File: src/hw/smr_defs.vh
`ifndef SMR_DEFS_VH
`define SMR_DEFS_VH
// Clock rate and sequence tag timing.
`define SMR_CLK_KHZ 200000
`define SMR_TAG_MS 50
`define SMR_TICK_CYCLES (`SMR_TAG_MS * `SMR_CLK_KHZ)
`define SMR_TAG_WRAP 16'h8CA0
// Register byte offsets.
`define SMR_OFF_CTRL 12'h000
`define SMR_OFF_INTERVAL 12'h004
`define SMR_OFF_ELEV_MASK 12'h008
`define SMR_OFF_MIN_SV 12'h00C
`define SMR_OFF_STATUS 12'h010
// Control register fields.
`define SMR_CTRL_ENABLE 0
`define SMR_CTRL_PHASE_OPT 1
`define SMR_CTRL_TSCALE 2
// Reset values.
`define SMR_RST_CTRL 32'h0000_0001
`define SMR_RST_INTERVAL 32'h0000_0014
`define SMR_RST_ELEV_MASK 32'h0000_0005
`define SMR_RST_MIN_SV 32'h0000_0001
// Record layout.
`define SMR_BODY_BYTES 8'h24
`define SMR_REC_BITS 288
`define SMR_PHASE_QUALITY 8'h00
// Warning byte bit positions.
`define SMR_WARN_NAV_LO 0
`define SMR_WARN_NAV_HI 1
`define SMR_WARN_NOSYNC 2
`define SMR_WARN_UNSMOOTH 3
`define SMR_WARN_RSVD5 4
`define SMR_WARN_LOCKLOST 5
`define SMR_WARN_RSVD7 6
`define SMR_WARN_CONTIN 7
// AXI responses.
`define SMR_RESP_OKAY 2'b00
`define SMR_RESP_SLVERR 2'b10
`endif

File: src/hw/smr_framer_dummy_unused.v
`timescale 1ns/10ps
`default_nettype none
`default_nettype wire

File: src/hw/smr_framer.v
`include "smr_defs.vh"
`timescale 1ns/10ps
`default_nettype none
module smr_framer #(
    parameter NCH = 12,
    parameter TICK_CYCLES = `SMR_TICK_CYCLES
) (
    input wire aclk,
    input wire aresetn,
    input wire [11:0] s_axi_awaddr,
    input wire s_axi_awvalid,
    output reg s_axi_awready,
    input wire [31:0] s_axi_wdata,
    input wire [3:0] s_axi_wstrb,
    input wire s_axi_wvalid,
    output reg s_axi_wready,
    output reg [1:0] s_axi_bresp,
    output reg s_axi_bvalid,
    input wire s_axi_bready,
    input wire [11:0] s_axi_araddr,
    input wire s_axi_arvalid,
    output reg s_axi_arready,
    output reg [31:0] s_axi_rdata,
    output reg [1:0] s_axi_rresp,
    output reg s_axi_rvalid,
    input wire s_axi_rready,
    output reg [7:0] sat_sel,
    input wire meas_locked,
    input wire [7:0] meas_elev,
    input wire [7:0] meas_prn,
    input wire [7:0] meas_azim,
    input wire [7:0] meas_chan,
    input wire [7:0] meas_goodbad,
    input wire [7:0] meas_polarity,
    input wire [7:0] meas_snr,
    input wire [63:0] meas_phase,
    input wire [63:0] meas_range,
    input wire [63:0] meas_range_adj,
    input wire meas_sys,
    input wire [31:0] meas_doppler,
    input wire [7:0] meas_smooth_count,
    input wire meas_corr_sign,
    input wire [22:0] meas_corr_mag,
    input wire meas_nav_obtained,
    input wire meas_nav_used,
    input wire meas_sym_sync,
    input wire meas_lock_lost,
    input wire meas_reacquired,
    input wire meas_polarity_found,
    input wire fatal_fail,
    output reg [7:0] rec_data,
    output reg rec_valid,
    output reg rec_last,
    input wire rec_ready
);
    localparam ST_IDLE = 6'b000001;
    localparam ST_COUNT = 6'b000010;
    localparam ST_CHECK = 6'b000100;
    localparam ST_SCAN = 6'b001000;
    localparam ST_SEND = 6'b010000;
    localparam ST_CSUM = 6'b100000;

    reg [31:0] ctrl_reg;
    reg [31:0] interval_reg;
    reg [31:0] elev_mask_reg;
    reg [31:0] min_sv_reg;
    reg [11:0] aw_addr_reg;
    reg aw_held_reg;
    reg [31:0] w_data_reg;
    reg [3:0] w_strb_reg;
    reg w_held_reg;
    reg [31:0] tick_cnt_reg;
    reg [15:0] seq_tag_reg;
    reg [15:0] epoch_tag_reg;
    reg [15:0] ival_cnt_reg;
    reg epoch_pend_reg;
    reg fatal_reg;
    reg [5:0] state_reg;
    reg [7:0] locked_cnt_reg;
    reg [7:0] elig_cnt_reg;
    reg [7:0] left_reg;
    reg [7:0] byte_idx_reg;
    reg [7:0] csum_reg;
    reg [7:0] last_locked_reg;
    reg [`SMR_REC_BITS-1:0] rec_reg;

    wire tick = (tick_cnt_reg == TICK_CYCLES - 1);
    wire eligible = meas_locked && (meas_elev >= elev_mask_reg[7:0]);
    wire last_sat = (sat_sel == NCH - 1);
    wire [7:0] csum_next = csum_reg ^ rec_data;
    reg [7:0] warn;
    reg [31:0] smooth_word;
    reg [63:0] phase_field;
    reg [63:0] range_field;
    reg [31:0] status_word;
    reg [31:0] rd_word;
    reg rd_hit;

    function [31:0] apply_strb;
        input [31:0] old;
        input [31:0] data;
        input [3:0] strb;
        integer i;
        begin
            apply_strb = old;
            for (i = 0; i < 4; i = i + 1)
                if (strb[i])
                    apply_strb[i*8 +: 8] = data[i*8 +: 8];
        end
    endfunction

    always @*
    begin
        warn = 8'h00;
        warn[`SMR_WARN_NAV_LO] = meas_nav_obtained && !meas_nav_used;
        warn[`SMR_WARN_NAV_HI] = meas_nav_obtained && meas_nav_used;
        warn[`SMR_WARN_NOSYNC] = !meas_sym_sync;
        warn[`SMR_WARN_UNSMOOTH] = (meas_smooth_count == 8'h00);
        warn[`SMR_WARN_RSVD5] = 1'b0;
        warn[`SMR_WARN_LOCKLOST] = meas_lock_lost;
        warn[`SMR_WARN_RSVD7] = 1'b0;
        warn[`SMR_WARN_CONTIN] = meas_reacquired || meas_polarity_found;
        smooth_word = {meas_smooth_count, meas_corr_sign, meas_corr_mag};
        phase_field = ctrl_reg[`SMR_CTRL_PHASE_OPT] ? meas_phase : 64'h0000_0000_0000_0000;
        // Tracking supplies both range forms; the adjusted one is used when meas_sys differs from the time scale bit.
        range_field = (meas_sys != ctrl_reg[`SMR_CTRL_TSCALE]) ? meas_range_adj : meas_range;
        status_word = {seq_tag_reg, last_locked_reg, 6'b00_0000, !state_reg[0], fatal_reg};
        rd_hit = 1'b1;
        case (s_axi_araddr)
            `SMR_OFF_CTRL: rd_word = ctrl_reg;
            `SMR_OFF_INTERVAL: rd_word = interval_reg;
            `SMR_OFF_ELEV_MASK: rd_word = elev_mask_reg;
            `SMR_OFF_MIN_SV: rd_word = min_sv_reg;
            `SMR_OFF_STATUS: rd_word = status_word;
            default:
            begin
                rd_word = 32'h0000_0000;
                rd_hit = 1'b0;
            end
        endcase
    end

    always @(posedge aclk)
    begin
        if (!aresetn)
        begin
            ctrl_reg <= `SMR_RST_CTRL;
            interval_reg <= `SMR_RST_INTERVAL;
            elev_mask_reg <= `SMR_RST_ELEV_MASK;
            min_sv_reg <= `SMR_RST_MIN_SV;
            aw_addr_reg <= 12'h000;
            aw_held_reg <= 1'b0;
            w_data_reg <= 32'h0000_0000;
            w_strb_reg <= 4'h0;
            w_held_reg <= 1'b0;
            s_axi_awready <= 1'b0;
            s_axi_wready <= 1'b0;
            s_axi_bvalid <= 1'b0;
            s_axi_bresp <= `SMR_RESP_OKAY;
            s_axi_arready <= 1'b0;
            s_axi_rvalid <= 1'b0;
            s_axi_rdata <= 32'h0000_0000;
            s_axi_rresp <= `SMR_RESP_OKAY;
        end
        else
        begin
            s_axi_awready <= !aw_held_reg && !s_axi_bvalid && !(s_axi_awvalid && s_axi_awready);
            s_axi_wready <= !w_held_reg && !s_axi_bvalid && !(s_axi_wvalid && s_axi_wready);
            if (s_axi_awvalid && s_axi_awready)
            begin
                aw_addr_reg <= s_axi_awaddr;
                aw_held_reg <= 1'b1;
            end
            if (s_axi_wvalid && s_axi_wready)
            begin
                w_data_reg <= s_axi_wdata;
                w_strb_reg <= s_axi_wstrb;
                w_held_reg <= 1'b1;
            end
            if (aw_held_reg && w_held_reg && !s_axi_bvalid)
            begin
                aw_held_reg <= 1'b0;
                w_held_reg <= 1'b0;
                s_axi_bvalid <= 1'b1;
                s_axi_bresp <= `SMR_RESP_OKAY;
                case (aw_addr_reg)
                    `SMR_OFF_CTRL: ctrl_reg <= apply_strb(ctrl_reg, w_data_reg, w_strb_reg);
                    `SMR_OFF_INTERVAL:
                        interval_reg <= apply_strb(interval_reg, w_data_reg, w_strb_reg);
                    `SMR_OFF_ELEV_MASK:
                        elev_mask_reg <= apply_strb(elev_mask_reg, w_data_reg, w_strb_reg);
                    `SMR_OFF_MIN_SV: min_sv_reg <= apply_strb(min_sv_reg, w_data_reg, w_strb_reg);
                    `SMR_OFF_STATUS: s_axi_bresp <= `SMR_RESP_OKAY;
                    default: s_axi_bresp <= `SMR_RESP_SLVERR;
                endcase
            end
            else if (s_axi_bvalid && s_axi_bready)
                s_axi_bvalid <= 1'b0;
            s_axi_arready <= !s_axi_rvalid && !(s_axi_arvalid && s_axi_arready);
            if (s_axi_arvalid && s_axi_arready)
            begin
                s_axi_rvalid <= 1'b1;
                s_axi_rdata <= rd_word;
                s_axi_rresp <= rd_hit ? `SMR_RESP_OKAY : `SMR_RESP_SLVERR;
            end
            else if (s_axi_rvalid && s_axi_rready)
                s_axi_rvalid <= 1'b0;
        end
    end

    // Sequence tag and recording interval timing.
    always @(posedge aclk)
    begin
        if (!aresetn)
        begin
            tick_cnt_reg <= 32'h0000_0000;
            seq_tag_reg <= 16'h0000;
            ival_cnt_reg <= 16'h0000;
            epoch_pend_reg <= 1'b0;
            fatal_reg <= 1'b0;
        end
        else
        begin
            if (fatal_fail)
                fatal_reg <= 1'b1;
            // The clear comes first so that a new epoch flag set by this tick wins.
            if (state_reg == ST_IDLE && epoch_pend_reg)
                epoch_pend_reg <= 1'b0;
            tick_cnt_reg <= tick ? 32'h0000_0000 : tick_cnt_reg + 32'h0000_0001;
            if (tick)
                seq_tag_reg <= (seq_tag_reg == `SMR_TAG_WRAP - 16'h0001) ?
                    16'h0000 : seq_tag_reg + 16'h0001;
            if (tick && interval_reg[15:0] != 16'h0000)
            begin
                if (ival_cnt_reg >= interval_reg[15:0] - 16'h0001)
                begin
                    ival_cnt_reg <= 16'h0000;
                    epoch_pend_reg <= ctrl_reg[`SMR_CTRL_ENABLE];
                end
                else
                    ival_cnt_reg <= ival_cnt_reg + 16'h0001;
            end
        end
    end

    always @(posedge aclk)
    begin
        if (!aresetn)
        begin
            state_reg <= ST_IDLE;
            sat_sel <= 8'h00;
            locked_cnt_reg <= 8'h00;
            elig_cnt_reg <= 8'h00;
            left_reg <= 8'h00;
            byte_idx_reg <= 8'h00;
            csum_reg <= 8'h00;
            last_locked_reg <= 8'h00;
            epoch_tag_reg <= 16'h0000;
            rec_reg <= {`SMR_REC_BITS{1'b0}};
            rec_data <= 8'h00;
            rec_valid <= 1'b0;
            rec_last <= 1'b0;
        end
        else
        begin
            case (state_reg)
                ST_IDLE:
                    if (epoch_pend_reg && !fatal_reg)
                    begin
                        sat_sel <= 8'h00;
                        locked_cnt_reg <= 8'h00;
                        elig_cnt_reg <= 8'h00;
                        // All records of one epoch carry the same measurement time.
                        epoch_tag_reg <= seq_tag_reg;
                        state_reg <= ST_COUNT;
                    end
                ST_COUNT:
                begin
                    locked_cnt_reg <= locked_cnt_reg + {7'h00, meas_locked};
                    elig_cnt_reg <= elig_cnt_reg + {7'h00, eligible};
                    sat_sel <= last_sat ? 8'h00 : sat_sel + 8'h01;
                    if (last_sat)
                        state_reg <= ST_CHECK;
                end
                ST_CHECK:
                begin
                    last_locked_reg <= locked_cnt_reg;
                    left_reg <= elig_cnt_reg;
                    if (fatal_reg || locked_cnt_reg < min_sv_reg[7:0] || elig_cnt_reg == 8'h00)
                        state_reg <= ST_IDLE;
                    else
                        state_reg <= ST_SCAN;
                end
                ST_SCAN:
                    if (fatal_reg)
                        state_reg <= ST_IDLE;
                    else if (eligible && left_reg != 8'h00)
                    begin
                        rec_reg <= {epoch_tag_reg, left_reg - 8'h01, meas_prn, meas_elev, meas_azim,
                            meas_chan, warn, meas_goodbad, meas_polarity, meas_snr,
                            `SMR_PHASE_QUALITY, phase_field, range_field, meas_doppler,
                            smooth_word};
                        rec_data <= epoch_tag_reg[15:8];
                        rec_valid <= 1'b1;
                        left_reg <= left_reg - 8'h01;
                        byte_idx_reg <= 8'h00;
                        csum_reg <= 8'h00;
                        state_reg <= ST_SEND;
                    end
                    else if (last_sat || left_reg == 8'h00)
                        state_reg <= ST_IDLE;
                    else
                        sat_sel <= sat_sel + 8'h01;
                ST_SEND:
                    if (rec_ready)
                    begin
                        csum_reg <= csum_next;
                        if (byte_idx_reg == `SMR_BODY_BYTES - 8'h01)
                        begin
                            rec_data <= csum_next;
                            rec_last <= 1'b1;
                            state_reg <= ST_CSUM;
                        end
                        else
                        begin
                            rec_data <= rec_reg[`SMR_REC_BITS-9 -: 8];
                            rec_reg <= {rec_reg[`SMR_REC_BITS-9:0], 8'h00};
                            byte_idx_reg <= byte_idx_reg + 8'h01;
                        end
                    end
                ST_CSUM:
                    if (rec_ready)
                    begin
                        rec_valid <= 1'b0;
                        rec_last <= 1'b0;
                        if (last_sat)
                            state_reg <= ST_IDLE;
                        else
                        begin
                            sat_sel <= sat_sel + 8'h01;
                            state_reg <= ST_SCAN;
                        end
                    end
                default: state_reg <= ST_IDLE;
            endcase
        end
    end
endmodule // smr_framer
`default_nettype wire

File: config.mk
export PLATFORM = sky130hd
export DESIGN_NAME = smr_framer
export DESIGN_NICKNAME = d
export VERILOG_FILES = /design/src/hw/smr_framer_dummy_unused.v /design/src/hw/smr_framer.v
export VERILOG_INCLUDE_DIRS = /design/src /design/src/hw
export SDC_FILE = /design/constraint.sdc
export NUM_CORES = 1
export LEC_CHECK = 0
export BUFFER_PORTS_ARGS = -buffer_cell sky130_fd_sc_hd__buf_2
export CAP_MARGIN = 0
export CORE_ASPECT_RATIO = 1.1
export CORE_UTILIZATION = 55
export CTS_CLUSTER_DIAMETER = 200
export CTS_CLUSTER_SIZE = 25
export DETAILED_ROUTE_END_ITERATION = 8
export GPL_ROUTABILITY_DRIVEN = 0
export GPL_TIMING_DRIVEN = 0
export HOLD_SLACK_MARGIN = 0.1
export PLACE_DENSITY_LB_ADDON = 0.15
export SYNTH_ARGS = -nofsm -noshare
export SYNTH_HDL_FRONTEND = slang
export SYNTH_SLANG_ARGS = --single-unit
File: constraint.sdc
create_clock -name aclk -period 5.88 [get_ports aclk]
set_input_delay 0.882 -clock aclk [delete_from_list [all_inputs] [get_ports aclk]]
set_output_delay 0.882 -clock aclk [all_outputs]
set_load 0.02 [all_outputs]
==> metrics.cfg, run 1 <==
[synthesis]
yosys.area_share.simple=0.217
async_flop_share=0
synth.avg_cell_area_sq_um=8.26
synthDistinctLibCells=74
synth.area.mux_share=0.0681
syn_inst=3514
synth_area_sq_mm=0.0290
yosysWarnings=0
synth_largest_area_cell=dfxtp_1
synth_fa_ha_area_frac=0.0185
ys_dominant_reg_cell=dfxtp_1
synthXorXnorAreaFrac=0.0238
ys_seq_area_frac=0.449
synth_top_family_by_area=simple AND/OR/NAND/NOR gates
synth_area_leaders=dfxtp_1 (45%), nand2_1 (9.2%), mux2i_1 (6.7%)
synth_compound_gate_area_share=0.180
synth_edf_count=0
synth_top_area_share=0.449
synth-seq-cells=651

[routing]
drtAntennaViolNets=0
wl_per_cell_um=20.1
drt_iter0_drc=2641
vias_per_cell=5.95
firstDrtPassIters=8
wirelength_um=93900
vias=27700
drc=0

[clock_tree]
cts_buffers=30
clock_latency_ps=630
cts_setup_buffers=0
cts_sinks=651
post_cts_resize_count=0
clkSlewWorstSetupHoldPaths_ps=100
tritoncts=yes
ctsHoldBuffers=0
clockBufferDepth=3
h-tree-depth=1
cts_root_buffer=clkbuf_16

[cells_and_area]
fill_cells=4712
post-route-cell-area_sq_mm=0.0329
area_delta_synth_final_pct=13.4
nets=4424
drive_above_1_share=0.143
largest_reg_flops=280
postLayoutCoreUtil=0.637

[hold_path]
hold_end=aw_addr_reg[9]$_SDFFE_PN0P_
hp-start=aw_addr_reg[9]$_SDFFE_PN0P_
min_path_cells=2
hold_path.class=reg -> reg

[power]
p_leak_nw=12.6
vdd_ir_drop_max_mv=0.257
fin_total_pwr_mw=7.39
powerDensity_mw_per_mm2=224

[grt]
grt_overflow=0
grt_max_degree=26
grt_pass1_vias=25600
antenna_found_initial=1
grtUsageTotal=0.335
grt_pass1_wl_um=143000

[timing]
fin_setup_tns_ps=0
hold_viol_final=0
rsz0062_at_grt=false
finClkSkew_ps=31.5
setup_viol=0
fin_crit_sh=0.703
slew_headroom=0.131
worstMarginPinSlew_ps=1290
max_freq_mhz=242
slew_violations=0
finalCriticalPeriod_ps=4130

[floorplan]
die_w_um=221
fp.coreArea_sq_mm=0.0517
start_util=0.562
fp.dieArea_sq_mm=0.0537
die_h_um=243
io_pins=448
rows=87

[worst_setup_path]
path_cells=nor4_1, nand3b_1, or4_1, xor2_1, ha_1, o2111ai_1, or2_2, o2111ai_1, a21oi_1, o31ai_1, buf_2, nor2_1
cp.arrival_ps=4660
reg2reg_to=ival_cnt_reg[12]$_SDFFE_PN0P_
rrSetupSlack_ps=1750
crit_top_cell=o2111ai_1
slowest_stage=o31ai_1
crit_required_ps=6410
crit_type=reg -> reg
startpoint_type=flip-flop
crit_path_max_incr_delay_ps=750
reg2reg_depth=12
endpoint_kind=flip-flop
cp_max_fo=10
r2r_start=interval_reg[2]$_SDFFE_PN1P_

[run_status]
status=completed

[placement]
io_buffers=445
placed_area_sq_mm=0.0321
hpwl_um=72100

[run]
maxCapViolCount=0

==> final cells by class <==
class	instances	area (sq um)	share of cell area
multi-input combinational	2556	14800	0.449
sequential	651	13000	0.396
timing repair buffer	445	2230	0.0676
buffer	266	1080	0.0329
tap	667	835	0.0253
clock buffer	32	779	0.0237
inverter	42	158	0.00479
clock inverter	1	30.0	0.000912
antenna	1	2.50	0.0000760
==> how the worst max path moves through the flow <==
stage                                       startpoint                            end  slack, ps  cells past startpoint
after floorplan           interval_reg[2]$_SDFFE_PN1P_  ival_cnt_reg[10]$_SDFFE_PN0P_       2450                     12
after global placement                    meas_elev[0]      rec_reg[117]$_SDFFE_PN0P_       1590                     12
after detailed placement                  meas_elev[0]      rec_reg[115]$_SDFFE_PN0P_       1570                     12
after CTS                 interval_reg[2]$_SDFFE_PN1P_   ival_cnt_reg[2]$_SDFFE_PN0P_       1670                     12
after global routing      interval_reg[2]$_SDFFE_PN1P_   ival_cnt_reg[2]$_SDFFE_PN0P_       1470                     12
final                     interval_reg[2]$_SDFFE_PN1P_  ival_cnt_reg[12]$_SDFFE_PN0P_       1750                     12
==> cells in the final DEF (no fill, tap or decap), types with 5 or more instances in the layout <==
| master | netlist | final |
|---|---|---|
| nor3_1 | 26 | 26 |
| xnor2_1 | 33 | 32 |
| mux2i_1 | 193 | 193 |
| nand3_1 | 118 | 118 |
| o21ai_0 | 98 | 98 |
| nor4_1 | 17 | 17 |
| o31ai_1 | 11 | 11 |
| clkbuf_1 | 204 | 205 |
| nor4b_1 | 5 | 5 |
| a221oi_1 | 33 | 33 |
| clkbuf_16 | 0 | 31 |
| and2_1 | 7 | 7 |
| and3_1 | 15 | 15 |
| dfxtp_1 | 651 | 651 |
| ha_1 | 43 | 43 |
| xor2_1 | 46 | 46 |
| a31oi_1 | 36 | 36 |
| or4_1 | 14 | 14 |
| nor3b_2 | 5 | 5 |
| inv_1 | 42 | 42 |
| o211ai_1 | 84 | 84 |
| nand2b_1 | 8 | 8 |
| nand3b_1 | 7 | 7 |
| buf_2 | 56 | 501 |
| nand4_1 | 26 | 26 |
| a21oi_1 | 220 | 220 |
| nor2_1 | 446 | 446 |
| or3_1 | 21 | 21 |
| nor3b_1 | 9 | 9 |
| a22oi_1 | 51 | 51 |
| nand2_1 | 709 | 709 |
| nor2_2 | 5 | 5 |
| a311oi_1 | 188 | 188 |
==> cell families (layout without fill, tap and decap cells) <==
group           after synthesis  count (layout)
simple gates               1471            1471
compound gates              764             764
fa+ha+maj                    43              43
flops                       651             651
xor+xnor                     79              79
other cells                   1               3
buf+inv                     308             786
mux                         197             197
==> report_power, final <==
| part | total, mW | switching, mW | internal (mW) |
|---|---|---|---|
| clock | 2.38 | 1.43 | 0.952 |
| sequential | 4.48 | 0.0408 | 4.44 |
| combinational | 0.521 | 0.325 | 0.196 |
==> metal layers <==
layer  vias up  global-route usage  wire length, um
met5         -                   0                0
met2      1134               0.566            44500
met1     13000               0.437            39400
met4         0               0.121             3600
met3       175              0.0421             6430
li1      13400                   -                -
==> worst max-delay path, delay by kind of cell, from the launching register on <==
kind            cells  cell delay (ps)
compound gates      4             1100
xor+xnor            1              160
buf+inv             1              340
flops               1              390
simple gates        5             1730
fa+ha+maj           1              300
==> cell usage after synthesis, drive strengths merged, types with 3 or more instances <==
cell type	instances
a211oi	4
a21oi	221
a221oi	33
a22oi	51
a2bb2oi	4
a311oi	188
a31oi	36
a41oi	3
and2	8
and3	15
and4	3
buf	62
clkbuf	204
dfxtp	651
ha	43
inv	42
mux2	4
mux2i	193
nand2	709
nand2b	8
nand3	119
nand3b	7
nand4	26
nand4b	3
nor2	453
nor3	27
nor3b	14
nor4	18
nor4b	5
nor4bb	3
o211a	3
o211ai	84
o21a	3
o21ai	100
o221ai	4
o31ai	11
o41ai	4
or2	4
or3	21
or3b	5
or4	16
or4b	4
xnor2	33
xor2	46
==> per-stage QoR <==
| stage | setup WS (ps) | hold WS [ps] | instances |
|---|---|---|---|
| detailed placement | 1570 | 443 | 4627 |
| floorplan | 2450 | 422 | 3515 |
| global placement | 1590 | 438 | 4627 |
| finish | 1750 | 455 | 4661 |
| CTS | 1670 | 458 | 4660 |
| global route | 1470 | 467 | 4661 |
Power figures use the tool's default switching activity.
==> run 2: changes to the inputs <==
--- a/config.mk
+++ b/config.mk
@@ -9,7 +9,7 @@
 export BUFFER_PORTS_ARGS = -buffer_cell sky130_fd_sc_hd__buf_2
 export CAP_MARGIN = 0
 export CORE_ASPECT_RATIO = 1.1
-export CORE_UTILIZATION = 55
+export CORE_UTILIZATION = 52
 export CTS_CLUSTER_DIAMETER = 200
 export CTS_CLUSTER_SIZE = 25
 export DETAILED_ROUTE_END_ITERATION = 8
==> constraint.sdc (replaced) <==
create_clock -name aclk -period 3.4 [get_ports aclk]
set_input_delay 0.51 -clock aclk [delete_from_list [all_inputs] [get_ports aclk]]
set_output_delay 0.51 -clock aclk [all_outputs]
set_load 0.02 [all_outputs]
==> run 2 against run 1 <==
Against the previous run: maximum frequency up 27%; clock skew up 6.1 ps; hold slack worse by 340 ps.
==> metrics.cfg, run 2 (synthesized netlist as in run 1, its figures left out) <==
[grt]
grt_overflow=0  ; unchanged
antenna_found_initial=2  ; was 1
grt_pass1_wl_um=145000  ; was 143000 um
grt_max_degree=26  ; unchanged
grtUsageTotal=0.328  ; was 0.335
grt_pass1_vias=25800  ; was 25600

[timing]
rsz0062_at_grt=false  ; unchanged
setup_viol=0  ; unchanged
setup_slack_ps=144  ; was 1750 ps
hold_viol_final=0  ; unchanged
fin_setup_tns_ps=0  ; unchanged
max_freq_mhz=307  ; was 242 MHz
slew_violations=0  ; unchanged
worstMarginPinSlew_ps=1260  ; was 1290 ps
finClkSkew_ps=37.6  ; was 31.5 ps
finalCriticalPeriod_ps=3260  ; was 4130 ps
slew_headroom=0.159  ; was 0.131
fin_crit_sh=0.958  ; was 0.703

[run]
maxCapViolCount=0  ; unchanged

[cells_and_area]
area_delta_synth_final_pct=14.0  ; was 13.4%
largest_reg_flops=280  ; unchanged
layout.cells.non_filler=4735  ; was 4661
nets=4425  ; was 4424
postLayoutCoreUtil=0.603  ; was 0.637
drive_above_1_share=0.147  ; was 0.143
final_common_cell=nand2_1  ; unchanged
layout_common_cells=nand2_1 (709), dfxtp_1 (651), buf_2 (500), nor2_1 (446), a21oi_1 (219)  ; was nand2_1 (709), dfxtp_1 (651), buf_2 (501), nor2_1 (446), a21oi_1 (220)
post-route-cell-area_sq_mm=0.0331  ; was 0.0329 sq mm

[routing]
drtAntennaViolNets=0  ; unchanged
wirelength_um=96400  ; was 93900 um
firstDrtPassIters=7  ; was 8
vias=27600  ; was 27700
drt_iter0_drc=2469  ; was 2641
wl_per_cell_um=20.4  ; was 20.1 um
vias_per_cell=5.83  ; was 5.95
drc=0  ; unchanged

[floorplan]
start_util=0.528  ; was 0.562
io_pins=448  ; unchanged
die_h_um=250  ; was 243 um
die_w_um=227  ; was 221 um
rows=90  ; was 87
fp.coreArea_sq_mm=0.0550  ; was 0.0517 sq mm
fp.dieArea_sq_mm=0.0568  ; was 0.0537 sq mm

[placement]
pre_cts_slack_ps=-544  ; was 1570 ps
placed_area_sq_mm=0.0322  ; was 0.0321 sq mm
hpwl_um=73900  ; was 72100 um
io_buffers=445  ; unchanged
dp_cells=4696  ; was 4627

[worst_setup_path]
crit_required_ps=3920  ; was 6410 ps
crit_type=reg -> reg  ; unchanged
endpoint_kind=flip-flop  ; unchanged
slowest_stage=or4_1  ; was o31ai_1
crit_buf_inv=2  ; was 1
critical_path.top_delay_family=simple AND/OR/NAND/NOR gates  ; unchanged
startpoint_type=flip-flop  ; unchanged
cp_max_fo=10  ; unchanged
crit_path_max_incr_delay_ps=620  ; was 750 ps
rrSetupSlack_ps=140  ; was 1750 ps
cp.arrival_ps=3780  ; was 4660 ps
path_cells=or4_1, or4_4, nor3_1, xnor2_1, ha_1, inv_1, o21ai_0, a41oi_2, o31ai_4, buf_2, nor2_1  ; was nor4_1, nand3b_1, or4_1, xor2_1, ha_1, o2111ai_1, or2_2, o2111ai_1, a21oi_1, o31ai_1, buf_2, nor2_1

[clock_tree]
clock_latency_ps=630  ; about the same
tritoncts=yes  ; unchanged
h-tree-depth=1  ; unchanged
cts_root_buffer=clkbuf_16  ; unchanged
cts_sinks=651  ; unchanged
ctsHoldBuffers=0  ; unchanged
clockBufferDepth=3  ; unchanged
cts_buffers=30  ; unchanged
clkSlewWorstSetupHoldPaths_ps=110  ; was 100 ps

[power]
switchingPower_mw=3.13  ; was 1.79 mW
p_int_mw=9.67  ; was 5.59 mW
p_leak_nw=12.6  ; about the same
vdd_ir_drop_max_mv=0.456  ; was 0.257 mV
p_sw_frac=0.245  ; was 0.243
powerDensity_mw_per_mm2=387  ; was 224 mW/mm^2
combPwrFrac=0.071  ; about the same
clockPowerShare=0.323  ; was 0.322
p_seq_frac=0.605  ; was 0.607

[run_status]
status=completed  ; unchanged

[hold_path]
hold_path.class=in -> reg  ; was reg -> reg

[run 2: power groups by stage]
stage               sequential, mW  clock, mW  combinational, mW
floorplan                     7.94          0              0.376
global placement              7.93          0              0.893
detailed placement            7.93          0              0.894
CTS                           7.75       4.14              0.902
global route                  7.76       4.40              0.979
finish                        7.75       4.14              0.914
[run 2: layout make-up]
cell class | count | area (sq um)
clock buffers | 32 | 779
inverters | 42 | 158
diodes | 5 | 12.5
fillers | 5213 | 21800
plain buffers | 265 | 1090
clock inverters | 1 | 30.0
flip-flops and latches | 651 | 13000
well taps | 736 | 921
repair buffers | 447 | 2240
multi-input cells | 2556 | 14800
[run 2: per-stage QoR]
step                      power (mW)  hold WS, ps
final                           12.8          115
after global routing            13.1          112
after CTS                       12.8          100
after detailed placement        8.82          444
after global placement          8.82          437
after floorplan                 8.31          422
[run 2: timing repair]
action,in CTS,in global routing
gates resized for setup,6,19
setup endpoints to repair,113,184
endpoints found under the hold margin,0,0
pin swaps,2,0
setup buffers,2,0
[run 2: worst reg2reg max path, stage by stage, from the launching register on]
cell,delay [ps]
dfxtp_1,400
or4_1,620
or4_4,490
nor3_1,230
xnor2_1,110
ha_1,320
inv_1,50
o21ai_0,200
a41oi_2,100
o31ai_4,300
buf_2,260
nor2_1,80
[run 2: path summary, 6_finish.rpt]
path,startpoint,cells after the start,to
max,interval_reg[7]$_SDFFE_PN0P_,11,ival_cnt_reg[5]$_SDFFE_PN0P_
min,s_axi_wdata[30],3,w_data_reg[30]$_SDFFE_PN0P_
max reg2reg,interval_reg[7]$_SDFFE_PN0P_,11,ival_cnt_reg[5]$_SDFFE_PN0P_
min reg2reg,rec_reg[102]$_SDFFE_PN0P_,2,rec_reg[102]$_SDFFE_PN0P_
[run 2: metal layers]
layer	wire [um]	global-route usage
met1	40300	0.422
met2	44500	0.542
met3	6820	0.0446
met4	4840	0.146
met5	0	0
